--- src/hdl/acr_pkg.sv ---
// Purpose: constants for the accel output register readout
// Assumes: byte-wide register port, 6-bit register address
// Notes: all output registers except the mode register are read-only, reset to zero
package acr_pkg;
   localparam int ADDR_W = 6;
   localparam int ACC_W = 13;
   localparam int BUF_W = 11;
   localparam int TEMP_W = 9;
   localparam int BUF_DEPTH = 16;
   localparam int NUM_CH = 4;
   ////////////////////////////////////////////////////////////////////////
   localparam logic [ADDR_W-1:0] REG_X_LOW = 6'h04;
   localparam logic [ADDR_W-1:0] REG_X_HIGH = 6'h05;
   localparam logic [ADDR_W-1:0] REG_Y_LOW = 6'h06;
   localparam logic [ADDR_W-1:0] REG_Y_HIGH = 6'h07;
   localparam logic [ADDR_W-1:0] REG_Z_LOW = 6'h08;
   localparam logic [ADDR_W-1:0] REG_Z_HIGH = 6'h09;
   localparam logic [ADDR_W-1:0] REG_BUF_PORT = 6'h0f;
   localparam logic [ADDR_W-1:0] REG_TEMP_LOW = 6'h12;
   localparam logic [ADDR_W-1:0] REG_TEMP_HIGH = 6'h13;
   localparam logic [ADDR_W-1:0] REG_MODE = 6'h14;
   localparam logic [ADDR_W-1:0] REG_COUNT = 6'h15;
   localparam logic [ADDR_W-1:0] REG_STATUS = 6'h16;
   ////////////////////////////////////////////////////////////////////////
   localparam logic [7:0] REG_RESET = 8'h00;
   localparam logic [7:0] MODE_RESET = 8'h00;
   localparam logic [7:0] MODE_WMASK = 8'hd7;
   localparam int MODE_BUF_EN_BIT = 7;
   localparam int MODE_PACK8_BIT = 6;
   localparam int MODE_FFD_EN_BIT = 4;
   localparam int ST_THREE_Q_BIT = 7;
   localparam int ST_HALF_BIT = 6;
   localparam int ST_FREE_FALL_BIT = 3;
   localparam int AXIS_LOW_PAD = 3;
   localparam int BUF_LOW_PAD = 5;
   localparam int TEMP_LOW_PAD = 5;
   localparam int ACCEL_UG_PER_LSB = 750;

   typedef enum logic [2:0] {
      OPM_NORMAL = 3'b000,
      OPM_OPTIONAL = 3'b010,
      OPM_MOTION = 3'b011
   } acr_opmode_t;

   typedef enum logic [1:0] {
      PUSH_IDLE = 2'b00,
      PUSH_X = 2'b01,
      PUSH_Y = 2'b10,
      PUSH_Z = 2'b11
   } acr_push_t;
endpackage

--- src/hdl/acr_fifo.sv ---
// Purpose: ring buffer storage for packed axis values
// Assumes: push and pop may coincide in one cycle
// Notes: head word comes out of a register, refreshed every cycle
`timescale 1ns/1ps
module acr_fifo #(
   parameter int WIDTH = 11,
   parameter int DEPTH = 16
) (
   input wire logic core_clk_i,
   input wire logic srst_i,
   input wire logic in_valid_i,
   output logic in_ready_o,
   input wire logic [WIDTH-1:0] in_data_i,
   output logic out_valid_o,
   input wire logic out_ready_i,
   output logic [WIDTH-1:0] out_data_o,
   output logic [$clog2(DEPTH):0] count_o
);
   localparam int AW = $clog2(DEPTH);
   logic [WIDTH-1:0] mem_ff [DEPTH];
   logic [AW-1:0] wr_ptr_ff;
   logic [AW-1:0] rd_ptr_ff;
   logic [AW:0] count_ff;
   logic [WIDTH-1:0] head_ff;
   logic [AW-1:0] nxt_rd_ptr;
   logic push;
   logic pop;

   assign in_ready_o = (count_ff != (AW+1)'(DEPTH)) ? 1'b1 : 1'b0;
   assign out_valid_o = (count_ff != '0);
   assign push = in_valid_i & in_ready_o;
   assign pop = out_valid_o & out_ready_i;
   assign nxt_rd_ptr = pop ? rd_ptr_ff + AW'(1) : rd_ptr_ff;
   assign out_data_o = head_ff;
   assign count_o = count_ff;

   // a write into the slot that becomes the head bypasses the array
   always_ff @(posedge core_clk_i)
   begin
      if (push && wr_ptr_ff == nxt_rd_ptr)
      begin
         head_ff <= in_data_i;
      end
      else
      begin
         head_ff <= mem_ff[nxt_rd_ptr];
      end
   end

   always_ff @(posedge core_clk_i)
   begin
      if (push)
      begin
         mem_ff[wr_ptr_ff] <= in_data_i;
      end
   end

   always_ff @(posedge core_clk_i)
   begin
      if (srst_i)
      begin
         wr_ptr_ff <= '0;
         rd_ptr_ff <= '0;
      end
      else
      begin
         if (push)
         begin
            wr_ptr_ff <= wr_ptr_ff + AW'(1);
         end
         if (pop)
         begin
            rd_ptr_ff <= rd_ptr_ff + AW'(1);
         end
      end
   end

   always_ff @(posedge core_clk_i)
   begin
      if (srst_i)
      begin
         count_ff <= '0;
      end
      else if (push && !pop)
      begin
         count_ff <= count_ff + (AW+1)'(1);
      end
      else if (pop && !push)
      begin
         count_ff <= count_ff - (AW+1)'(1);
      end
   end
endmodule

--- src/hdl/acr_readout.sv ---
// Purpose: output register bank and ring buffer drain of the accelerometer
// Assumes: register reads answer one cycle later; samples arrive as words
// Notes: only the mode register accepts writes
`timescale 1ns/1ps
module acr_readout
   import acr_pkg::*;
#(
   parameter int DEPTH = acr_pkg::BUF_DEPTH,
   parameter int UG_PER_LSB = acr_pkg::ACCEL_UG_PER_LSB
) (
   input wire logic core_clk_i,
   input wire logic srst_i,
   input wire logic [acr_pkg::ADDR_W-1:0] reg_addr_i,
   input wire logic reg_rd_i,
   input wire logic reg_wr_i,
   input wire logic [7:0] reg_wdata_i,
   output logic [7:0] reg_rdata_o,
   output logic reg_rvalid_o,
   input wire logic smp_valid_i,
   output logic smp_ready_o,
   input wire logic [acr_pkg::ACC_W-1:0] smp_x_i,
   input wire logic [acr_pkg::ACC_W-1:0] smp_y_i,
   input wire logic [acr_pkg::ACC_W-1:0] smp_z_i,
   input wire logic [acr_pkg::TEMP_W-1:0] smp_temp_i,
   input wire logic free_fall_i,
   input wire logic [2:0] motion_axis_flags_i,
   output logic [15:0] accel_scale_o
);
   import acr_pkg::*;

   localparam int CW = $clog2(DEPTH) + 1;
   localparam logic [CW-1:0] HALF_LVL = CW'(DEPTH / 2);
   localparam logic [CW-1:0] THREE_Q_LVL = CW'((3 * DEPTH) / 4);
   localparam logic [ADDR_W-1:0] CH_LOW [NUM_CH] = '{REG_X_LOW, REG_Y_LOW, REG_Z_LOW, REG_TEMP_LOW};
   localparam logic [ADDR_W-1:0] CH_HIGH [NUM_CH] = '{REG_X_HIGH, REG_Y_HIGH, REG_Z_HIGH, REG_TEMP_HIGH};

   logic [ACC_W-1:0] axis_ff [3];
   logic [TEMP_W-1:0] temp_ff;
   logic [7:0] mode_ff;
   logic [7:0] live_lo [NUM_CH];
   logic [7:0] live_hi [NUM_CH];
   logic [7:0] hold_ff [NUM_CH];
   logic lock_ff [NUM_CH];
   logic free_fall_flag_ff;
   logic [2:0] motion_axis_flags_ff;
   logic buf_second_ff;
   logic [7:0] reg_rdata_ff;
   logic reg_rvalid_ff;
   acr_push_t push_state_ff;
   acr_push_t nxt_push_state;
   logic smp_take;
   logic fifo_in_valid;
   logic fifo_in_ready;
   logic [BUF_W-1:0] fifo_in_data;
   logic fifo_out_valid;
   logic fifo_pop;
   logic [BUF_W-1:0] fifo_out_data;
   logic [CW-1:0] fifo_count;
   logic buf_en;
   logic single_byte_packing_select;
   logic ffd_en;
   logic motion_mode;
   logic buf_rd;
   logic status_rd;
   logic [7:0] event_flags;
   logic [7:0] buf_byte;
   logic [7:0] nxt_rdata;

   assign buf_en = mode_ff[MODE_BUF_EN_BIT];
   assign single_byte_packing_select = mode_ff[MODE_PACK8_BIT];
   assign ffd_en = mode_ff[MODE_FFD_EN_BIT];
   assign motion_mode = (mode_ff[2:0] == OPM_MOTION);
   assign accel_scale_o = 16'(UG_PER_LSB);
   assign reg_rdata_o = reg_rdata_ff;
   assign reg_rvalid_o = reg_rvalid_ff;

   ////////////////////////////////////////////////////////////////////////
   // mode register, the only writable location here
   always_ff @(posedge core_clk_i)
   begin
      if (srst_i)
      begin
         mode_ff <= MODE_RESET;
      end
      else if (reg_wr_i && reg_addr_i == REG_MODE)
      begin
         mode_ff <= reg_wdata_i & MODE_WMASK;
      end
   end

   ////////////////////////////////////////////////////////////////////////
   // live sample words; a new sample waits until the buffer pushes are done
   assign smp_ready_o = (push_state_ff == PUSH_IDLE);
   assign smp_take = smp_valid_i & smp_ready_o;

   always_ff @(posedge core_clk_i)
   begin
      if (srst_i)
      begin
         axis_ff[0] <= '0;
         axis_ff[1] <= '0;
         axis_ff[2] <= '0;
         temp_ff <= '0;
      end
      else if (smp_take)
      begin
         axis_ff[0] <= smp_x_i;
         axis_ff[1] <= smp_y_i;
         axis_ff[2] <= smp_z_i;
         temp_ff <= smp_temp_i;
      end
   end

   always_comb
   begin
      for (int a = 0; a < 3; a++)
      begin
         live_hi[a] = axis_ff[a][ACC_W-1 -: 8];
         live_lo[a] = {axis_ff[a][4:0], {AXIS_LOW_PAD{1'b0}}};
      end
      live_hi[3] = {2'b00, temp_ff[8:3]};
      live_lo[3] = {temp_ff[2:0], {TEMP_LOW_PAD{1'b0}}};
   end

   ////////////////////////////////////////////////////////////////////////
   // reading a low byte freezes its high byte until the high byte is read
   for (genvar gi = 0; gi < NUM_CH; gi++)
   begin : g_ch
      always_ff @(posedge core_clk_i)
      begin
         if (srst_i)
         begin
            lock_ff[gi] <= 1'b0;
            hold_ff[gi] <= REG_RESET;
         end
         else if (reg_rd_i && reg_addr_i == CH_LOW[gi])
         begin
            lock_ff[gi] <= 1'b1;
            hold_ff[gi] <= live_hi[gi];
         end
         else if (reg_rd_i && reg_addr_i == CH_HIGH[gi])
         begin
            lock_ff[gi] <= 1'b0;
         end
      end
   end

   ////////////////////////////////////////////////////////////////////////
   // serialise one accepted sample into three buffer entries X, Y, Z
   always_comb
   begin
      nxt_push_state = push_state_ff;
      fifo_in_valid = (push_state_ff != PUSH_IDLE);
      fifo_in_data = '0;
      unique case (push_state_ff)
         PUSH_IDLE:
         begin
            if (smp_take && buf_en)
            begin
               nxt_push_state = PUSH_X;
            end
         end
         PUSH_X:
         begin
            fifo_in_data = axis_ff[0][ACC_W-1:2];
            if (fifo_in_ready)
            begin
               nxt_push_state = PUSH_Y;
            end
         end
         PUSH_Y:
         begin
            fifo_in_data = axis_ff[1][ACC_W-1:2];
            if (fifo_in_ready)
            begin
               nxt_push_state = PUSH_Z;
            end
         end
         PUSH_Z:
         begin
            fifo_in_data = axis_ff[2][ACC_W-1:2];
            if (fifo_in_ready)
            begin
               nxt_push_state = PUSH_IDLE;
            end
         end
      endcase
   end

   always_ff @(posedge core_clk_i)
   begin
      if (srst_i)
      begin
         push_state_ff <= PUSH_IDLE;
      end
      else
      begin
         push_state_ff <= nxt_push_state;
      end
   end

   acr_fifo #(
      .WIDTH(BUF_W),
      .DEPTH(DEPTH)
   ) u_fifo (
      .core_clk_i(core_clk_i),
      .srst_i(srst_i),
      .in_valid_i(fifo_in_valid),
      .in_ready_o(fifo_in_ready),
      .in_data_i(fifo_in_data),
      .out_valid_o(fifo_out_valid),
      .out_ready_i(fifo_pop),
      .out_data_o(fifo_out_data),
      .count_o(fifo_count)
   );

   ////////////////////////////////////////////////////////////////////////
   // buffer port: one byte per entry, or high then low byte per entry
   assign buf_rd = reg_rd_i && reg_addr_i == REG_BUF_PORT && fifo_out_valid;
   assign fifo_pop = buf_rd && (single_byte_packing_select || buf_second_ff);

   always_comb
   begin
      if (!fifo_out_valid)
      begin
         buf_byte = REG_RESET;
      end
      else if (!single_byte_packing_select && buf_second_ff)
      begin
         buf_byte = {fifo_out_data[2:0], {BUF_LOW_PAD{1'b0}}};
      end
      else
      begin
         buf_byte = fifo_out_data[BUF_W-1 -: 8];
      end
   end

   always_ff @(posedge core_clk_i)
   begin
      if (srst_i)
      begin
         buf_second_ff <= 1'b0;
      end
      else if (reg_wr_i && reg_addr_i == REG_MODE)
      begin
         // a packing change restarts the byte pair to keep entries aligned
         buf_second_ff <= 1'b0;
      end
      else if (buf_rd && !single_byte_packing_select)
      begin
         buf_second_ff <= ~buf_second_ff;
      end
   end

   ////////////////////////////////////////////////////////////////////////
   // event flags: free-fall and motion flags sticky, cleared by a status read, a new event wins; buffer level flags follow fifo_count live
   assign status_rd = reg_rd_i && reg_addr_i == REG_STATUS;

   always_ff @(posedge core_clk_i)
   begin
      if (srst_i)
      begin
         free_fall_flag_ff <= 1'b0;
      end
      else
      begin
         free_fall_flag_ff <= (free_fall_i && ffd_en) || (free_fall_flag_ff && !status_rd);
      end
   end

   always_ff @(posedge core_clk_i)
   begin
      if (srst_i)
      begin
         motion_axis_flags_ff <= 3'h0;
      end
      else
      begin
         motion_axis_flags_ff <= (motion_axis_flags_i & {3{motion_mode}})
            | (motion_axis_flags_ff & {3{!status_rd}});
      end
   end

   // unavailable sources are masked at read time, so a mode change hides them
   always_comb
   begin
      event_flags = REG_RESET;
      event_flags[ST_THREE_Q_BIT] = buf_en && fifo_count >= THREE_Q_LVL;
      event_flags[ST_HALF_BIT] = buf_en && fifo_count >= HALF_LVL;
      event_flags[ST_FREE_FALL_BIT] = free_fall_flag_ff && ffd_en;
      event_flags[2:0] = motion_axis_flags_ff & {3{motion_mode}};
   end

   ////////////////////////////////////////////////////////////////////////
   // read mux; unmapped addresses answer zero
   always_comb
   begin
      nxt_rdata = REG_RESET;
      for (int c = 0; c < NUM_CH; c++)
      begin
         if (reg_addr_i == CH_LOW[c])
         begin
            nxt_rdata = live_lo[c];
         end
         if (reg_addr_i == CH_HIGH[c])
         begin
            nxt_rdata = lock_ff[c] ? hold_ff[c] : live_hi[c];
         end
      end
      if (reg_addr_i == REG_BUF_PORT)
      begin
         nxt_rdata = buf_byte;
      end
      if (reg_addr_i == REG_MODE)
      begin
         nxt_rdata = mode_ff;
      end
      if (reg_addr_i == REG_COUNT)
      begin
         nxt_rdata = 8'(fifo_count);
      end
      if (reg_addr_i == REG_STATUS)
      begin
         nxt_rdata = event_flags;
      end
   end

   always_ff @(posedge core_clk_i)
   begin
      if (srst_i)
      begin
         reg_rdata_ff <= REG_RESET;
         reg_rvalid_ff <= 1'b0;
      end
      else
      begin
         reg_rvalid_ff <= reg_rd_i;
         if (reg_rd_i)
         begin
            reg_rdata_ff <= nxt_rdata;
         end
      end
   end

   ////////////////////////////////////////////////////////////////////////
   AST_AXIS_LOW_PAD: assert property (
      @(posedge core_clk_i) disable iff (srst_i)
      reg_rd_i && (reg_addr_i == REG_X_LOW || reg_addr_i == REG_Z_LOW)
      |=> reg_rvalid_o && reg_rdata_o[2:0] == 3'h0)
      else $error("axis low byte pad bits not zero");

   AST_AXIS_PAIR: assert property (
      @(posedge core_clk_i) disable iff (srst_i)
      reg_rd_i && reg_addr_i == REG_Y_LOW ##1 reg_rd_i && reg_addr_i == REG_Y_HIGH
      |=> reg_rdata_o == $past(live_hi[1], 2))
      else $error("axis high byte not from same sample as low byte");

   AST_THREE_Q: assert property (
      @(posedge core_clk_i) disable iff (srst_i)
      status_rd |=> reg_rdata_o[ST_THREE_Q_BIT] == $past(buf_en && fifo_count >= THREE_Q_LVL))
      else $error("three-quarter flag wrong");

   AST_HALF: assert property (
      @(posedge core_clk_i) disable iff (srst_i)
      status_rd |=> reg_rdata_o[ST_HALF_BIT] == $past(buf_en && fifo_count >= HALF_LVL))
      else $error("half flag wrong");

   AST_FREE_FALL: assert property (
      @(posedge core_clk_i) disable iff (srst_i)
      free_fall_i && ffd_en && !reg_wr_i ##1 status_rd |=> reg_rdata_o[ST_FREE_FALL_BIT])
      else $error("free fall event lost");

   AST_MOTION_MODE: assert property (
      @(posedge core_clk_i) disable iff (srst_i)
      status_rd && !motion_mode |=> reg_rdata_o[2:0] == 3'h0)
      else $error("motion flags shown outside motion mode");

   AST_COUNT: assert property (
      @(posedge core_clk_i) disable iff (srst_i)
      reg_rd_i && reg_addr_i == REG_COUNT |=> reg_rdata_o == 8'($past(fifo_count)))
      else $error("sample count read wrong");

   AST_PACK8_POP: assert property (
      @(posedge core_clk_i) disable iff (srst_i)
      buf_rd && single_byte_packing_select && !fifo_in_valid
      |=> fifo_count == $past(fifo_count) - CW'(1))
      else $error("8-bit packing did not pop once per byte");

   AST_PACK11_PAIR: assert property (
      @(posedge core_clk_i) disable iff (srst_i)
      buf_rd && !single_byte_packing_select && !buf_second_ff && !fifo_in_valid && !reg_wr_i
      |=> fifo_count == $past(fifo_count) && buf_second_ff)
      else $error("11-bit packing popped on first byte");

   AST_RESET_ZERO: assert property (
      @(posedge core_clk_i)
      $fell(srst_i) |-> reg_rdata_o == 8'h00 && fifo_count == '0 && event_flags == 8'h00)
      else $error("outputs not zero after reset");
endmodule

--- config.mk ---
export PLATFORM = sky130hd
export DESIGN_NAME = acr_readout
export DESIGN_NICKNAME = d
export VERILOG_FILES = /design/src/hdl/acr_pkg.sv /design/src/hdl/acr_fifo.sv /design/src/hdl/acr_readout.sv
export SDC_FILE = /design/constraint.sdc
export NUM_CORES = 1
export LEC_CHECK = 0
export BUFFER_PORTS_ARGS = -buffer_cell sky130_fd_sc_hd__buf_2
export CORE_MARGIN = 1.5
export CORE_UTILIZATION = 50
export DETAILED_ROUTE_END_ITERATION = 16
export GPL_ROUTABILITY_DRIVEN = 0
export GPL_TIMING_DRIVEN = 0
export MAX_ROUTING_LAYER = met4
export PLACE_DENSITY = 0.68
export SLEW_MARGIN = 5
export SYNTH_ARGS = -nofsm -noshare
export SYNTH_HDL_FRONTEND = slang
export SYNTH_HIERARCHICAL = 1
export SYNTH_SLANG_ARGS = --single-unit
export TNS_END_PERCENT = 5
--- constraint.sdc ---
create_clock -name core_clk_i -period 5 [get_ports core_clk_i]
set_clock_uncertainty 0.2 [all_clocks]
set_input_delay 1 -clock core_clk_i [delete_from_list [all_inputs] [get_ports core_clk_i]]
set_output_delay 1 -clock core_clk_i [all_outputs]
set_load 0.01 [all_outputs]
==> results.yml <==
logic_synthesis:
  synth-edff-count: 249
  yosysSeqAreaShare: 0.653
  synth_warnings: 6
  ys_async_sr_fraction: 0
  yosysUniqueCellTypes: 73
  synthFlopType: "edfxtp_1"
  ys_ff_latch: 297
  syn-cell-area_sq_um: 12900
  syn-mean-instance-area_sq_um: 14.7
  netlist_instances: 878
sta:
  tightest_slew_ps: 1280
  relSlewSlack: 0.136
  final.setup.tns_ps: 0
  hold_viol: 0
  layout_min_cycle_time_ps: 3900
  rsz0062_at_grt: "no"
  fin_ws_ps: 1100
  max_freq_mhz: 257
  slew_violations: 0
  fin_crit_sh: 0.779
  setup_viol: 0
cells_and_area:
  multi_input_area_sq_um: 4170
  final-seq-area_sq_um: 8440
  fillCellCount: 2004
  synthToLayoutAreaGrowth_pct: 14.2
  layout-drive-gt1-share: 0.218
  finalNetCount: 1087
  final_cells: 1358
grt:
  grt_pass1_wl_um: 44700
  antenna_found_initial: 1
  grt_pass1_vias: 7553
  grt.total_usage: 0.233
  overflow: 0
  grt_max_degree: 40
detailed_routing:
  routed_wl_um: 29900
  vias: 7899
  wl_per_cell_um: 22.1
  vias_per_cell: 5.82
  drc: 0
  drtAntennaViolNets: 0
  dr.pass1.iters: 10
  drtIter0Drc: 844
die:
  die_area_sq_um: 26800
  ios: 97
  start_util: 0.512
  die_height_um: 164
  core_sq_um: 25300
  rows: 58
  chipWidth_um: 164
clock_tree:
  cts_max_path_buffers: 3
  cts_resized: 0
  postCtsSetupBuffers: 0
  cts_inserted_buffers: 31
  htreeDepth: 1
  worstSkewPairLatency_ps: 570
  path_clk_slew_ps: 60
  cts_tree: "built"
  cts_root_buf: "clkbuf_16"
  clock_sink_count: 297
  cts_hold_buf: 0
placed_design:
  dp_hpwl_um: 21000
  portBuffers: 73
  dp_slack_ps: 625
  place_inst: 1299
worst_setup_path:
  startpoint: "reg_addr_i[1]"
  cp-end-kind: "register"
  worst_setup_path_start_kind: "input port"
  r2r_end: "u_fifo/count_o[4]"
  critPathKind: "input port to register"
  crit_required_ps: 5260
  cp.arrival_ps: 4150
  reg2reg_depth: 13
  cp_max_fo: 8
  r2r_start: "push_state_ff[0]"
  r2r_slack_ps: 1180
power_and_ir_drop:
  p_leak_nw: 5.46
  irDropWorstVdd_uv: 340
  p_per_area_nw_per_um2: 397
worst_hold_path:
  whs_path_depth: 1
  min-delay-start: "u_fifo/rd_ptr_ff[3]"
  hp-class: "register to register"
job:
  cap_violations: 0
run_status:
  status: "finished clean"
## metrics by stage
step,total power (W),hold WS [ps],utilization,area (sq um)
2_1_floorplan,0.00347,245,-,13000
3_3_place_gp,0.00373,265,0.545,13800
3_5_place_dp,0.00374,273,0.547,13800
4_1_cts,0.00589,286,0.585,14800
5_1_grt,0.00607,307,0.585,14800
6_report,0.00586,286,0.585,14800
## critical path, stage by stage
cell and delay, ps:
buf_2 170, and2_0 140, clkbuf_1 310, nand4_1 330, nor3_1 480, o21ai_4 150
ha_1 220, inv_1 150, ha_1 300, a21oi_1 200, a211oi_1 100, a31oi_1 240
mux2_2 360
## synthesized netlist by cell type (6+ instances only)
master | n | share of area
edfxtp_1 | 249 | 0.58
and2_1 | 66 | 0.032
nor2_1 | 63 | 0.018
dfxtp_1 | 48 | 0.074
nand2_1 | 47 | 0.014
mux4_2 | 45 | 0.078
clkbuf_1 | 32 | 0.0093
mux2i_1 | 31 | 0.024
a22oi_1 | 29 | 0.017
a21oi_1 | 21 | 0.0081
o21ai_0 | 18 | 0.0070
buf_4 | 17 | 0.0099
buf_2 | 14 | 0.0054
ha_1 | 13 | 0.013
nor3_1 | 13 | 0.0050
a222oi_1 | 11 | 0.0085
inv_1 | 11 | 0.0032
mux2_2 | 11 | 0.0096
nand3_1 | 11 | 0.0043
a22o_1 | 9 | 0.0061
and3_1 | 9 | 0.0044
nor2b_1 | 9 | 0.0044
a211oi_1 | 7 | 0.0041
nand2b_1 | 6 | 0.0029
## cell families after synthesis
| logic type | count (synthesis) | synth area share |
|---|---|---|
| muxes | 88 | 0.113 |
| xor gates and xnor gates | 9 | 0.00610 |
| adders and majority gates | 14 | 0.0141 |
| DFF | 297 | 0.653 |
| buffers and inverters | 80 | 0.0308 |
| other | 2 | 0.000581 |
| AOI/OAI and AO/OA | 136 | 0.0779 |
| and+or+nand+nor | 252 | 0.105 |
## power by group
group	internal (W)	switching, W
logic	0.000295	0.000454
registers	0.00282	0.000132
clock network	0.00124	0.000915
total	0.00436	0.00150
## state kept, by name, indices dropped and copies added, names as in the netlist, 3 cells and up, named ones only
signal,cells
u_fifo/count_o,5
u_fifo/mem_ff,176
motion_axis_flags_ff,3
lock_ff,4
temp_ff,9
u_fifo/wr_ptr_ff,4
reg_rdata_o,8
mode_ff,6
hold_ff,30
u_fifo/rd_ptr_ff,4
axis_ff,39
## layout make-up
class / instances / share of cell area
Sequential cell: 297 / 0.571
Multi-Input combinational cell: 515 / 0.282
Clock buffer: 38 / 0.0543
Tap cell: 330 / 0.0280
Timing Repair Buffer: 77 / 0.0268
Buffer: 69 / 0.0241
Clock inverter: 20 / 0.0103
Inverter: 11 / 0.00280
Antenna cell: 1 / 0.000169
## routing by layer
metal / up-vias / GRT usage / share of wire
li1: 3620 / - / -
met1: 3869 / 0.327 / 0.42
met2: 358 / 0.351 / 0.47
met3: 52 / 0.0391 / 0.085
met4: 0 / 0.0694 / 0.024
met5: - / - / 0
## placed cells by master, fill, tap and decap left out, drive strengths merged, types with 11 or more instances in the layout
cell / instances
a22oi: 29
and2: 67
inv: 12
nor2: 64
conb: 16
dfxtp: 48
nor3: 16
a21oi: 21
mux2: 12
clkbuf: 71
clkinv: 16
buf: 113
ha: 13
o21ai: 19
nand3: 11
nand2: 47
mux2i: 31
mux4: 45
a222oi: 11
edfxtp: 249
## worst max-delay path by stage
| stage | endpoint | slack (ps) | cells after the start |
|---|---|---|---|
| 6_report | u_fifo/count_o[4] | 1100 | 13 |
| 5_1_grt | u_fifo/count_o[4] | 860 | 13 |
| 4_1_cts | u_fifo/count_o[4] | 1200 | 13 |
| 3_5_place_dp | u_fifo/count_o[4] | 620 | 13 |
| 3_3_place_gp | u_fifo/count_o[4] | 650 | 13 |
| 2_1_floorplan | u_fifo/count_o[4] | 1160 | 12 |
Note: power is estimated with default switching activity, not from simulation.
